==> src/gpp_pkg.sv <==
// package of constants and types for the general purpose port bank
package gpp_pkg;

   // ****************************************************************
   // geometry
   // ****************************************************************
   localparam int NUM_PORTS = 5; // ports 0..4
   localparam int PORT_W = 8; // bits per port register
   localparam int ADDR_W = 16; // register address width
   localparam int PIN_COUNT = NUM_PORTS * PORT_W; // flat pin vector width

   // ****************************************************************
   // register offsets, index i is the port number
   // ****************************************************************
   localparam logic [4:0][15:0] DATA_ADDR = {16'h00e8, 16'h00e5, 16'h00e4, 16'h00e1, 16'h00e0};
   localparam logic [4:0][15:0] DIR_ADDR = {16'h00ea, 16'h00e7, 16'h00e6, 16'h00e3, 16'h00e2};
   localparam logic [15:0] PUR_LO_ADDR = 16'h00f0; // pullup_select_reg_lo
   localparam logic [15:0] PUR_HI_ADDR = 16'h00f1; // pullup_select_reg_hi
   localparam logic [15:0] DRV_P1_ADDR = 16'h00f2; // drive_select_port1
   localparam logic [15:0] DRV_P2_ADDR = 16'h00f3; // drive_select_port2
   localparam logic [15:0] DRV_GLO_ADDR = 16'h00f4; // drive_select_group_lo
   localparam logic [15:0] DRV_GHI_ADDR = 16'h00f5; // drive_select_group_hi
   localparam logic [15:0] THR_LO_ADDR = 16'h00f6; // threshold_select_lo
   localparam logic [15:0] THR_HI_ADDR = 16'h00f7; // threshold_select_hi
   localparam logic [15:0] PROT_ADDR = 16'h00f8; // holds the port 0 direction write enable

   // ****************************************************************
   // implemented bits and field layouts
   // ****************************************************************
   localparam logic [4:0][7:0] DIR_MASK = {8'he0, 8'hba, 8'h07, 8'hff, 8'hff};
   localparam logic [4:0][7:0] DATA_MASK = {8'he4, 8'hba, 8'h07, 8'hff, 8'hff};
   localparam logic [7:0] PUR_LO_MASK = 8'h0f;
   localparam logic [7:0] PUR_HI_MASK = 8'h0f;
   localparam logic [7:0] DRV_P2_MASK = 8'h07;
   localparam logic [7:0] DRV_GLO_MASK = 8'h03;
   localparam logic [7:0] DRV_GHI_MASK = 8'h07;
   localparam logic [7:0] THR_LO_MASK = 8'h3f;
   localparam logic [7:0] THR_HI_MASK = 8'h0f;
   localparam int PROT_BIT = 2; // port0_direction_write_protect_bit position
   localparam int SHARED_PORT = 4; // port with analog and oscillator pins
   localparam int ANALOG_BIT = 2; // analog_shared_input_pin
   localparam int MAIN_OSC_BIT = 6; // main_osc_shared_pin
   localparam int SUB_OSC_BIT = 7; // sub_osc_shared_pin
   localparam logic [7:0] REG_RESET = 8'h00; // every register after reset

   // input threshold codes
   typedef enum logic [1:0] {
      GPP_THR_035 = 2'b00,
      GPP_THR_050 = 2'b01,
      GPP_THR_070 = 2'b10
   } gpp_thr_t;

endpackage

==> src/gpp_port_if.sv <==
// interface carrying one port's control and pin signals to its pin bank
`timescale 1ns/1ps
interface gpp_port_if;
   logic [7:0] dir; // direction, 1 = output
   logic [7:0] latch; // port latch
   logic [7:0] out_mask; // pins allowed to drive
   logic [7:0] in_mask; // pins whose level may be read
   logic [7:0] periph_oe; // peripheral output takes the pin
   logic [7:0] periph_out; // peripheral output level
   logic [7:0] pin_in; // live pin level
   logic [7:0] pin_out; // level driven on the pin
   logic [7:0] pin_oe; // pin driven
   logic [7:0] rd_val; // value a data read returns
   modport ctrl (output dir, latch, out_mask, in_mask, periph_oe, periph_out, pin_in,
                 input pin_out, pin_oe, rd_val);
   modport bank (input dir, latch, out_mask, in_mask, periph_oe, periph_out, pin_in,
                 output pin_out, pin_oe, rd_val);
endinterface

==> src/gpp_top.sv <==
// general purpose port bank: registers, pin control and pin configuration
`timescale 1ns/1ps
module gpp_top (
   input wire logic clk_sys,
   input wire logic rst,
   input wire logic [gpp_pkg::ADDR_W-1:0] addr,
   input wire logic [7:0] wdata,
   input wire logic wr,
   input wire logic rd,
   output logic [7:0] rdata,
   input wire logic [gpp_pkg::PIN_COUNT-1:0] pin_in,
   output logic [gpp_pkg::PIN_COUNT-1:0] pin_out,
   output logic [gpp_pkg::PIN_COUNT-1:0] pin_oe,
   input wire logic [gpp_pkg::PIN_COUNT-1:0] periph_oe,
   input wire logic [gpp_pkg::PIN_COUNT-1:0] periph_out,
   output logic [gpp_pkg::PIN_COUNT-1:0] pullup_en,
   output logic [gpp_pkg::PIN_COUNT-1:0] drive_high,
   output logic [2*gpp_pkg::NUM_PORTS-1:0] threshold_sel,
   input wire logic main_osc_used,
   input wire logic sub_osc_used,
   input wire logic analog_used
);
   import gpp_pkg::*;

   // ****************************************************************
   // state
   // ****************************************************************
   logic [4:0][7:0] dir; // port_direction_reg per port
   logic [4:0][7:0] latch; // port_data_reg latch per port
   logic [7:0] pur_lo; // pullup_select_reg_lo
   logic [7:0] pur_hi; // pullup_select_reg_hi
   logic [7:0] drv_p1; // drive_select_port1
   logic [7:0] drv_p2; // drive_select_port2
   logic [7:0] drv_glo; // drive_select_group_lo
   logic [7:0] drv_ghi; // drive_select_group_hi
   logic [7:0] thr_lo; // threshold_select_lo
   logic [7:0] thr_hi; // threshold_select_hi
   logic [4:0][7:0] next_dir;
   logic [4:0][7:0] next_latch;
   logic [7:0] next_pur_lo;
   logic [7:0] next_pur_hi;
   logic [7:0] next_drv_p1;
   logic [7:0] next_drv_p2;
   logic [7:0] next_drv_glo;
   logic [7:0] next_drv_ghi;
   logic [7:0] next_thr_lo;
   logic [7:0] next_thr_hi;
   logic [7:0] next_rdata;

   // ****************************************************************
   // derived signals
   // ****************************************************************
   logic [4:0] data_hit; // one-hot data register select
   logic [4:0] dir_hit; // one-hot direction register select
   logic armed; // port 0 direction write allowed
   logic osc_free; // both oscillators unused
   logic [4:0][7:0] out_mask; // pins able to drive now
   logic [4:0][7:0] in_mask; // pins readable now
   logic [4:0][7:0] rd_val; // data read value from each bank
   logic [4:0][7:0] pull_grp; // pull-up group select spread to pins
   logic [4:0][7:0] drv_sel; // drive select spread to pins

   // ****************************************************************
   // decoding
   // ****************************************************************
   // one-hot match of the address against a table of port offsets
   function automatic logic [4:0] port_hit(input logic [15:0] a,
                                            input logic [4:0][15:0] tbl);
      logic [4:0] hit;
      hit = 5'h00;
      for (int k = 0; k < NUM_PORTS; k++) begin
         hit[k] = (a == tbl[k]);
      end
      return hit;
   endfunction

   // reserved code 2'b11 falls back to mid threshold so the pad is never undefined
   function automatic logic [1:0] thr_decode(input logic [1:0] code);
      logic [1:0] res;
      case (code)
         GPP_THR_035: res = GPP_THR_035;
         GPP_THR_070: res = GPP_THR_070;
         default: res = GPP_THR_050;
      endcase
      return res;
   endfunction

   assign data_hit = port_hit(addr, DATA_ADDR);
   assign dir_hit = port_hit(addr, DIR_ADDR);

   // ****************************************************************
   // pin availability
   // ****************************************************************
   assign osc_free = !main_osc_used && !sub_osc_used;

   // shared pins lose their port function while their circuits run
   always_comb begin
      out_mask = DIR_MASK;
      in_mask = DATA_MASK;
      if (!osc_free) begin
         out_mask[SHARED_PORT][MAIN_OSC_BIT] = 1'b0;
         out_mask[SHARED_PORT][SUB_OSC_BIT] = 1'b0;
         in_mask[SHARED_PORT][MAIN_OSC_BIT] = 1'b0;
         in_mask[SHARED_PORT][SUB_OSC_BIT] = 1'b0;
      end
      if (analog_used) begin
         in_mask[SHARED_PORT][ANALOG_BIT] = 1'b0;
      end
   end

   // ****************************************************************
   // pin banks
   // ****************************************************************
   for (genvar i = 0; i < NUM_PORTS; i++) begin : g_port
      gpp_port_if pif ();
      assign pif.dir = dir[i];
      assign pif.latch = latch[i];
      assign pif.out_mask = out_mask[i];
      assign pif.in_mask = in_mask[i];
      assign pif.periph_oe = periph_oe[i*PORT_W +: PORT_W];
      assign pif.periph_out = periph_out[i*PORT_W +: PORT_W];
      assign pif.pin_in = pin_in[i*PORT_W +: PORT_W];
      assign pin_out[i*PORT_W +: PORT_W] = pif.pin_out;
      assign pin_oe[i*PORT_W +: PORT_W] = pif.pin_oe;
      assign rd_val[i] = pif.rd_val;
      // pull-up only while the pin is an implemented input
      assign pullup_en[i*PORT_W +: PORT_W] = pull_grp[i] & ~dir[i] & out_mask[i];
      assign drive_high[i*PORT_W +: PORT_W] = drv_sel[i] & out_mask[i];
      // ports 0..2 take their code from the low register, 3..4 from the high one;
      // split per port so no out-of-range slice is ever elaborated
      if (i < 3) begin : g_thr_lo
         assign threshold_sel[2*i +: 2] = thr_decode(thr_lo[2*i +: 2]);
      end else begin : g_thr_hi
         assign threshold_sel[2*i +: 2] = thr_decode(thr_hi[2*(i-3) +: 2]);
      end
      gpp_pin_bank u_bank (
         .bus(pif)
      );
   end

   // ****************************************************************
   // group spreading for pull-up and drive
   // ****************************************************************
   // pull-up bits each cover a nibble; port 4 bits 0..3 have no pull-up
   always_comb begin
      pull_grp[0] = {{4{pur_lo[1]}}, {4{pur_lo[0]}}};
      pull_grp[1] = {{4{pur_lo[3]}}, {4{pur_lo[2]}}};
      pull_grp[2] = {4'h0, {4{pur_hi[0]}}};
      pull_grp[3] = {{4{pur_hi[2]}}, {4{pur_hi[1]}}};
      pull_grp[4] = {{4{pur_hi[3]}}, 4'h0};
      // ports 1 and 2 per bit, the others per nibble
      drv_sel[0] = {{4{drv_glo[1]}}, {4{drv_glo[0]}}};
      drv_sel[1] = drv_p1;
      drv_sel[2] = drv_p2;
      drv_sel[3] = {{4{drv_ghi[1]}}, {4{drv_ghi[0]}}};
      drv_sel[4] = {{4{drv_ghi[2]}}, 4'h0};
   end

   // ****************************************************************
   // port 0 direction write enable
   // ****************************************************************
   gpp_protect u_protect (
      .clk_sys(clk_sys),
      .rst(rst),
      .wr(wr),
      .rd(rd),
      .prot_hit(addr == PROT_ADDR),
      .prot_bit(wdata[PROT_BIT]),
      .armed(armed)
   );

   // ****************************************************************
   // register writes and read data
   // ****************************************************************
   // next values for all registers; read data lives only in the cycle after rd
   always_comb begin
      next_dir = dir;
      next_latch = latch;
      next_pur_lo = pur_lo;
      next_pur_hi = pur_hi;
      next_drv_p1 = drv_p1;
      next_drv_p2 = drv_p2;
      next_drv_glo = drv_glo;
      next_drv_ghi = drv_ghi;
      next_thr_lo = thr_lo;
      next_thr_hi = thr_hi;
      next_rdata = 8'h00;
      for (int i = 0; i < NUM_PORTS; i++) begin
         // latch loads whatever the direction; reserved bits kept clear
         if (wr && data_hit[i]) begin
            next_latch[i] = wdata & DATA_MASK[i];
         end
         // absent direction bits are masked off
         if (wr && dir_hit[i] && (i != 0 || armed)) begin
            next_dir[i] = wdata & DIR_MASK[i];
         end
         if (rd && data_hit[i]) begin
            next_rdata = rd_val[i];
         end
         if (rd && dir_hit[i]) begin
            next_rdata = dir[i];
         end
      end
      if (wr) begin
         case (addr)
            PUR_LO_ADDR: next_pur_lo = wdata & PUR_LO_MASK;
            PUR_HI_ADDR: next_pur_hi = wdata & PUR_HI_MASK;
            DRV_P1_ADDR: next_drv_p1 = wdata;
            DRV_P2_ADDR: next_drv_p2 = wdata & DRV_P2_MASK;
            DRV_GLO_ADDR: next_drv_glo = wdata & DRV_GLO_MASK;
            DRV_GHI_ADDR: next_drv_ghi = wdata & DRV_GHI_MASK;
            THR_LO_ADDR: next_thr_lo = wdata & THR_LO_MASK;
            THR_HI_ADDR: next_thr_hi = wdata & THR_HI_MASK;
            default: begin
               // data, direction and protect offsets are handled above
            end
         endcase
      end
      if (rd) begin
         case (addr)
            PUR_LO_ADDR: next_rdata = pur_lo;
            PUR_HI_ADDR: next_rdata = pur_hi;
            DRV_P1_ADDR: next_rdata = drv_p1;
            DRV_P2_ADDR: next_rdata = drv_p2;
            DRV_GLO_ADDR: next_rdata = drv_glo;
            DRV_GHI_ADDR: next_rdata = drv_ghi;
            THR_LO_ADDR: next_rdata = thr_lo;
            THR_HI_ADDR: next_rdata = thr_hi;
            PROT_ADDR: next_rdata = {5'h00, armed, 2'h0};
            default: begin
               // ports handled above, unmapped reads stay zero
            end
         endcase
      end
   end

   // registers; the latch is cleared too although software must not rely on it
   always_ff @(posedge clk_sys) begin
      if (rst) begin
         dir <= {NUM_PORTS{REG_RESET}};
         latch <= {NUM_PORTS{REG_RESET}};
         pur_lo <= REG_RESET;
         pur_hi <= REG_RESET;
         drv_p1 <= REG_RESET;
         drv_p2 <= REG_RESET;
         drv_glo <= REG_RESET;
         drv_ghi <= REG_RESET;
         thr_lo <= REG_RESET;
         thr_hi <= REG_RESET;
         rdata <= REG_RESET;
      end else begin
         dir <= next_dir;
         latch <= next_latch;
         pur_lo <= next_pur_lo;
         pur_hi <= next_pur_hi;
         drv_p1 <= next_drv_p1;
         drv_p2 <= next_drv_p2;
         drv_glo <= next_drv_glo;
         drv_ghi <= next_drv_ghi;
         thr_lo <= next_thr_lo;
         thr_hi <= next_thr_hi;
         rdata <= next_rdata;
      end
   end
endmodule

==> src/gpp_pin_bank.sv <==
// pin drivers and read-back selection for one eight-bit port
`timescale 1ns/1ps
module gpp_pin_bank (
   gpp_port_if.bank bus
);
   import gpp_pkg::*;

   // ****************************************************************
   // per-pin cells
   // ****************************************************************
   for (genvar j = 0; j < PORT_W; j++) begin : g_pin
      // peripheral output drives regardless of direction bit
      assign bus.pin_oe[j] = bus.out_mask[j] & (bus.periph_oe[j] | bus.dir[j]);
      // idle pins show low so nothing floats inside the design
      assign bus.pin_out[j] = bus.pin_oe[j] & (bus.periph_oe[j] ? bus.periph_out[j]
                                                                 : bus.latch[j]);
      // output mode reads the latch, input mode the pin
      assign bus.rd_val[j] = bus.in_mask[j] & ((bus.dir[j] & bus.out_mask[j]) ? bus.latch[j]
                                                                              : bus.pin_in[j]);
   end
endmodule

==> src/gpp_protect.sv <==
// one-shot write enable for the port 0 direction register
`timescale 1ns/1ps
module gpp_protect (
   input wire logic clk_sys,
   input wire logic rst,
   input wire logic wr,
   input wire logic rd,
   input wire logic prot_hit,
   input wire logic prot_bit,
   output logic armed
);
   import gpp_pkg::*;

   logic next_armed; // enable for the very next access

   // ****************************************************************
   // arm on a set, spend on the following access
   // ****************************************************************
   // any strobe after arming except a protect write, which reloads it from prot_bit, consumes it, so only the next access may use it
   always_comb begin
      next_armed = armed;
      if (wr && prot_hit) begin
         next_armed = prot_bit;
      end else if (wr || rd) begin
         next_armed = 1'b0;
      end
   end

   always_ff @(posedge clk_sys) begin
      if (rst) begin
         armed <= 1'b0;
      end else begin
         armed <= next_armed;
      end
   end
endmodule

==> config.mk <==
export PLATFORM = sky130hd
export DESIGN_NAME = gpp_top
export DESIGN_NICKNAME = d
export VERILOG_FILES = /design/src/gpp_pkg.sv /design/src/gpp_port_if.sv /design/src/gpp_top.sv /design/src/gpp_pin_bank.sv /design/src/gpp_protect.sv
export SDC_FILE = /design/constraint.sdc
export NUM_CORES = 1
export LEC_CHECK = 0
export BUFFER_PORTS_ARGS = -buffer_cell sky130_fd_sc_hd__buf_4
export CAP_MARGIN = 10
export CORE_ASPECT_RATIO = 1.4
export CORE_UTILIZATION = 35
export CTS_CLUSTER_SIZE = 12
export DETAILED_ROUTE_END_ITERATION = 10
export GPL_ROUTABILITY_DRIVEN = 0
export SLEW_MARGIN = 20
export SYNTH_ARGS = -nofsm -noshare
export SYNTH_HDL_FRONTEND = slang
export SYNTH_SLANG_ARGS = --single-unit
==> constraint.sdc <==
create_clock -name clk_sys -period 2.49 [get_ports clk_sys]
set_clock_uncertainty 0.05 [all_clocks]
set_input_delay 0.3735 -clock clk_sys [delete_from_list [all_inputs] [get_ports clk_sys]]
set_output_delay 0.3735 -clock clk_sys [all_outputs]
set_load 0.01 [all_outputs]
==> results.json, run 1 <==
{
  "worstPathRequired_ns": 2.66,
  "overflow": 0,
  "cp-end-kind": "flip-flop",
  "synth_xor_area_share_pct": 0,
  "core_um2": 17470,
  "synth_most_common_cell": "nor2_1",
  "worstPathArrival_ns": 2.17,
  "cts_buffer_depth": 2,
  "worst_path_most_repeated_cell": "buf_4",
  "hold_start": "wdata[6]",
  "synthCells": 754,
  "p_int_uw": 2792,
  "synth_top_family_by_area": "simple AND/OR/NAND/NOR gates",
  "io_buffers": 238,
  "finalHoldViolCount": 0,
  "min_period_ns": 1.993,
  "ys_seq_elements": 97,
  "synth_area_um2": 6289,
  "area.growth.synth_to_final_pct": 34.58,
  "muxShareOfSynthArea_pct": 16.87,
  "yosys_warnings": 0,
  "drc_errors": 0,
  "leakagePower_uw": 0.003821,
  "synth-compound-area-share_pct": 12.95,
  "grt_pass1_wl_um": 32490,
  "final.setup.tns_ns": 0,
  "ant_nets": 0,
  "min_delay_path_depth": 3,
  "grt_use_total_pct": 23.34,
  "synth_edf_count": 0,
  "cts_tree": "built",
  "syn_area_per_cell_um2": 8.340,
  "drv_slew": 0,
  "tightest_slew_ns": 0.5181,
  "boundaryPins": 329,
  "maxSlewHeadroom_pct": 64.99,
  "insertion_delay_ns": 0.35,
  "r2r_start": "g_port[1].pif.dir[7]",
  "p_clk_share_pct": 43.9,
  "path_clk_slew_ns": 0.07,
  "synth_area_leaders": "dfxtp_1 (31%), mux2i_1 (15%), buf_4 (7.4%)",
  "synth_top_cell_area_share_pct": 30.88,
  "setup_violations": 0,
  "finalWirelength_um": 21980,
  "drtPass1Iterations": 5,
  "synth_cell_types": 74,
  "finalCritPeriodShare_pct": 80.03,
  "antenna_cells": 0,
  "fin_cells": 1221,
  "initial_core_util_pct": 35.99,
  "root_buffer": "clkbuf_16",
  "dp_hpwl_um": 17260,
  "synth-simple-area-share_pct": 26.82,
  "peakVddDrop_v": 0.0002710,
  "power_density_nw_per_um2": 439.4,
  "cp_slowest_stage_delay_ns": 0.47,
  "drt_iter0_markers": 377,
  "num_rows": 57,
  "grt_pass1_vias": 5647,
  "synth_area_leader_cell": "dfxtp_1",
  "r2r-end": "rdata[7]",
  "cts_resized": 0,
  "grt_max_degree": 43,
  "wl_per_cell_um": 18.00,
  "path_class": "input port to flip-flop",
  "p_switching_uw": 926.8,
  "clock_sinks": 97,
  "numCtsBuffers": 9,
  "yosysSeqAreaShare_pct": 30.88,
  "antenna_found_initial": 0,
  "start_kind": "input port",
  "hold_class": "input port to flip-flop",
  "synth_fa_ha_area_share_pct": 0,
  "cts_setup_buffers": 0,
  "die_y_um": 160.6,
  "power_switching_share_pct": 24.92,
  "status": "completed",
  "ys.flop_type": "dfxtp_1",
  "rsz0062_at_grt": "false",
  "fp.dieArea_um2": 18510,
  "worstRegToRegCells": 5,
  "fmax_ghz": 0.5018,
  "crit_chain": "buf_4 -> nor4_2 -> and4_1 -> buf_4 -> and3_1 -> mux2i_1 -> nor2_1",
  "cp_slowest_cell": "nor4_2",
  "power.share.combinational_pct": 14.4,
  "nets": 1131,
  "async_flop_share_pct": 0,
  "vias": 6210,
  "die_w_um": 115.3,
  "htree_num_levels": 3,
  "p_seq_share_pct": 41.7,
  "crit_fanout": 6,
  "ctsHoldBuffers": 0,
  "placed_cells": 1205,
  "drt-vias-per-instance": 5.086,
  "yosys-top-cells-count": "nor2_1 (100), dfxtp_1 (97), mux2i_1 (97)",
  "drive_above_1_share_pct": 35.63,
  "hold_path_end": "g_port[0].pif.dir[6]",
  "cap_violations": 0,
  "r2r_slack_ns": 0.67
}
==> power by group through the flow <==
stage               logic, uW  clock network, uW  registers [uW]
floorplan                 310                  0            1590
global placement          530                  0            1590
detailed placement        532                  0            1590
CTS                       534               1650            1550
global route              580               1720            1550
finish                    535               1630            1550
==> through the flow <==
step | util [%] | setup slack [ns] | total power [uW] | hold slack [ns] | cell area [um^2]
2_1_floorplan | - | 0.3918 | 1896 | 0.3998 | 6480
5_1_grt | 48.44 | 0.4124 | 3848 | 0.3013 | 8463
6_report | 48.44 | 0.4973 | 3719 | 0.2840 | 8463
4_1_cts | 48.44 | 0.5056 | 3738 | 0.2816 | 8463
3_5_place_dp | 46.42 | 0.1377 | 2118 | 0.4325 | 8112
3_3_place_gp | 46.42 | 0.1429 | 2117 | 0.4227 | 8112
==> flip-flops by register name, indices dropped and copies added, names as in the netlist <==
register / flops
u_protect.armed: 1
g_port.pif.latch: 27
pur_hi: 4
drv_ghi: 3
pur_lo: 4
drv_glo: 2
thr_hi: 4
drv_p1: 8
rdata: 8
g_port.pif.dir: 27
thr_lo: 6
drv_p2: 3
==> worst max path at each step <==
| stage | startpoint | end | depth (start not counted) |
|---|---|---|---|
| final | addr[9] | g_port[2].pif.dir[1] | 7 |
| after global routing | addr[0] | rdata[5] | 7 |
| after CTS | addr[9] | g_port[2].pif.dir[1] | 7 |
| after detailed placement | addr[9] | g_port[2].pif.dir[0] | 7 |
| after global placement | addr[9] | g_port[2].pif.dir[2] | 7 |
| after floorplan | addr[9] | rdata[6] | 6 |
==> layout make-up <==
class | instances | area (um^2)
Clock buffer | 9 | 225.2
Inverter | 8 | 30.03
Sequential cell | 97 | 1942
Timing Repair Buffer | 273 | 2087
Multi-Input combinational cell | 591 | 3757
Fill cell | 1775 | 9010
Tap cell | 236 | 295.3
Clock inverter | 7 | 126.4
==> worst max-delay path, delay by kind of cell <==
kind | cells | cell delay (ns)
mux | 1 | 0.21
simple gates | 4 | 1.26
buf+inv | 2 | 0.32
==> cells in the final DEF, fill, tap and decap left out, types with 4 or more instances in the layout <==
cell type,count
o21a_1,4
o211ai_1,5
a31o_2,4
nand2b_1,12
o2111ai_1,4
nand3_1,14
or2_2,27
conb_1,52
a21oi_1,22
buf_4,270
mux2i_1,97
or3_1,4
clkbuf_16,9
nand2_1,63
a22oi_1,5
nor2b_1,38
nor3_2,5
o21ai_0,43
dfxtp_1,97
nor3_1,7
mux2_2,4
nor3b_1,5
and3_1,6
a31oi_1,4
inv_1,8
nor2_1,100
==> layer usage <==
layer / share of wire [%] / vias up / GRT usage [%]
met5: 0 / - / 0
met4: 3.6 / 0 / 10.09
met3: 5.2 / 50 / 3.547
met2: 52 / 273 / 42.69
met1: 39 / 2904 / 26.30
li1: - / 2983 / -
==> cell families after synthesis <==
| kind of cell | after synthesis |
|---|---|
| buffers and inverters | 117 |
| other | 1 |
| muxes | 103 |
| DFF | 97 |
| AOI/OAI and AO/OA | 122 |
| and+or+nand+nor | 314 |
No activity file was read; power rests on OpenSTA's default activity.
==> inputs of run 2 (changes only) <==
- clock period: 2.49 -> 2.1 ns (I/O delays scaled with it)
==> run 2 against run 1 <==
Compared with the run above: core utilization increased by 1.5 points; global-route usage increased by 0.69 points; critical path depth down 2; die area unchanged; design area is 3.1% higher; sequential power grew 19%; clock power up 4%; total power increased by 13%; critical path type unchanged.
==> results.json, run 2 (same netlist as run 1, synthesis figures left out) <==
{
  "status": "completed",
  "hold_class": "input port to flip-flop",
  "die_y_um": 160.6,
  "overflow": 0,
  "total_power_uw": 4194,
  "p_switching_uw": 1105,
  "cts_tree": "built",
  "peakVddDrop_v": 0.0003932,
  "drt_iter0_markers": 351,
  "multiInputGateArea_um2": 3757,
  "path_clk_slew_ns": 0.07,
  "cp_slowest_cell": "or4_4",
  "antenna_cells": 0,
  "p_seq_share_pct": 43.8,
  "p_int_uw": 3089,
  "leakagePower_uw": 0.003985,
  "regArea_um2": 1942,
  "placed_area_um2": 8424,
  "nFillCells": 1714,
  "dp_hpwl_um": 17630,
  "pre_cts_ws_ns": -0.1485,
  "maxSlewHeadroom_pct": 48.43,
  "htree_num_levels": 3,
  "crit_chain": "buf_4 -> or4_1 -> or4_4 -> a31oi_1 -> o221a_2",
  "insertion_delay_ns": 0.34,
  "finalCritPeriodShare_pct": 93.28,
  "vias": 6380,
  "p_clk_share_pct": 40.3,
  "rsz0062_at_grt": "false",
  "wl_per_cell_um": 17.82,
  "start_kind": "input port",
  "antenna_found_initial": 0,
  "crit_fanout": 6,
  "finalHoldViolCount": 0,
  "numCtsBuffers": 9,
  "drv_slew": 0,
  "drive_above_1_share_pct": 37.84,
  "critPathBufInv": 1,
  "root_buffer": "clkbuf_16",
  "boundaryPins": 329,
  "fin_area_um2": 8726,
  "nets": 1166,
  "power.share.combinational_pct": 15.9,
  "cp-end-kind": "flip-flop",
  "utilization_pct": 49.94,
  "drtPass1Iterations": 5,
  "ant_nets": 0,
  "finalWirelength_um": 22380,
  "layout_common_cells": "buf_4 (301), nor2_1 (100), mux2i_1 (97), dfxtp_1 (97), nand2_1 (63)",
  "initial_core_util_pct": 35.99,
  "die_w_um": 115.3,
  "worstPathRequired_ns": 2.34,
  "power_density_nw_per_um2": 480.6,
  "cts_buffer_depth": 2,
  "min_period_ns": 1.959,
  "power_switching_share_pct": 26.35,
  "fp.dieArea_um2": 18510,
  "num_rows": 57,
  "worst_slack_ns": 0.1411,
  "grt_use_total_pct": 24.03,
  "cp_slowest_stage_delay_ns": 0.61,
  "final_common_cell": "buf_4",
  "io_buffers": 238,
  "fmax_ghz": 0.5105,
  "area.growth.synth_to_final_pct": 38.76,
  "worstPathArrival_ns": 2.20,
  "path_class": "input port to flip-flop",
  "tightest_slew_ns": 0.7736,
  "drc_errors": 0,
  "core_um2": 17470,
  "drt-vias-per-instance": 5.080,
  "cts_resized": 0,
  "grt_max_degree": 69,
  "clock_sinks": 97,
  "cts_setup_buffers": 0,
  "ctsHoldBuffers": 0,
  "crit_family": "simple AND/OR/NAND/NOR gates",
  "grt_pass1_vias": 5965,
  "top_regs": "g_port.pif.dir (27), g_port.pif.latch (27)",
  "cap_violations": 0,
  "grt_pass1_wl_um": 33460,
  "setup_violations": 0
}
run 2: cell count changes in the layout (fill, tap and decap cells not counted), sizes merged:
cell      delta
buf         +35
bufinv       -2
clkinv       +1
clkinvlp     +1
run 2: worst reg2reg max path: cells and delay by family, from the launching register on:
kind	cells	cell delay (ns)
mux	1	0.28
flops	1	0.48
simple gates	1	0.16
compound gates	3	0.54
run 2: metrics by stage:
stage | setup TNS (ns) | hold WS, ns | instances
finish | 0 | 0.2286 | 1256
global route | 0 | 0.2396 | 1256
CTS | 0 | 0.2185 | 1256
detailed placement | -3.539 | 0.4307 | 1240
global placement | -2.497 | 0.4224 | 1240
floorplan | 0 | 0.3998 | 805
run 2: cell type report:
cell class	count	area share, %
sequential	97	22.25
clock buffer	9	2.581
multi-input combinational	591	43.06
timing repair buffer	308	27.50
tap	236	3.384
clock inverter	7	0.8747
inverter	8	0.3441
run 2: power by group through the flow:
stage | Combinational, uW | Clock (uW) | Sequential (uW)
6_report | 665 | 1690 | 1840
5_1_grt | 720 | 1800 | 1840
4_1_cts | 665 | 1720 | 1840
3_5_place_dp | 664 | 0 | 1880
3_3_place_gp | 658 | 0 | 1880
2_1_floorplan | 368 | 0 | 1880
run 2: per-layer routing:
metal | GRT usage, % | wire, um | share of wire, % | up-vias
met5 | 0 | 0 | 0 | -
met4 | 11.39 | 886 | 4.0 | 0
met3 | 3.396 | 1188 | 5.3 | 55
met2 | 43.78 | 11740 | 52 | 287
met1 | 26.99 | 8563 | 38 | 3000
li1 | - | - | - | 3038
run 2: worst paths after layout:
check | depth (start not counted) | endpoint | start | slack (ns)
hold reg to reg | 2 | g_port[2].pif.latch[0] | g_port[2].pif.latch[0] | 0.45
setup reg to reg | 5 | rdata[0] | g_port[2].pif.dir[0] | 0.45
setup / recovery | 5 | rdata[3] | addr[13] | 0.14
hold / removal | 4 | u_protect.armed | wr | 0.23
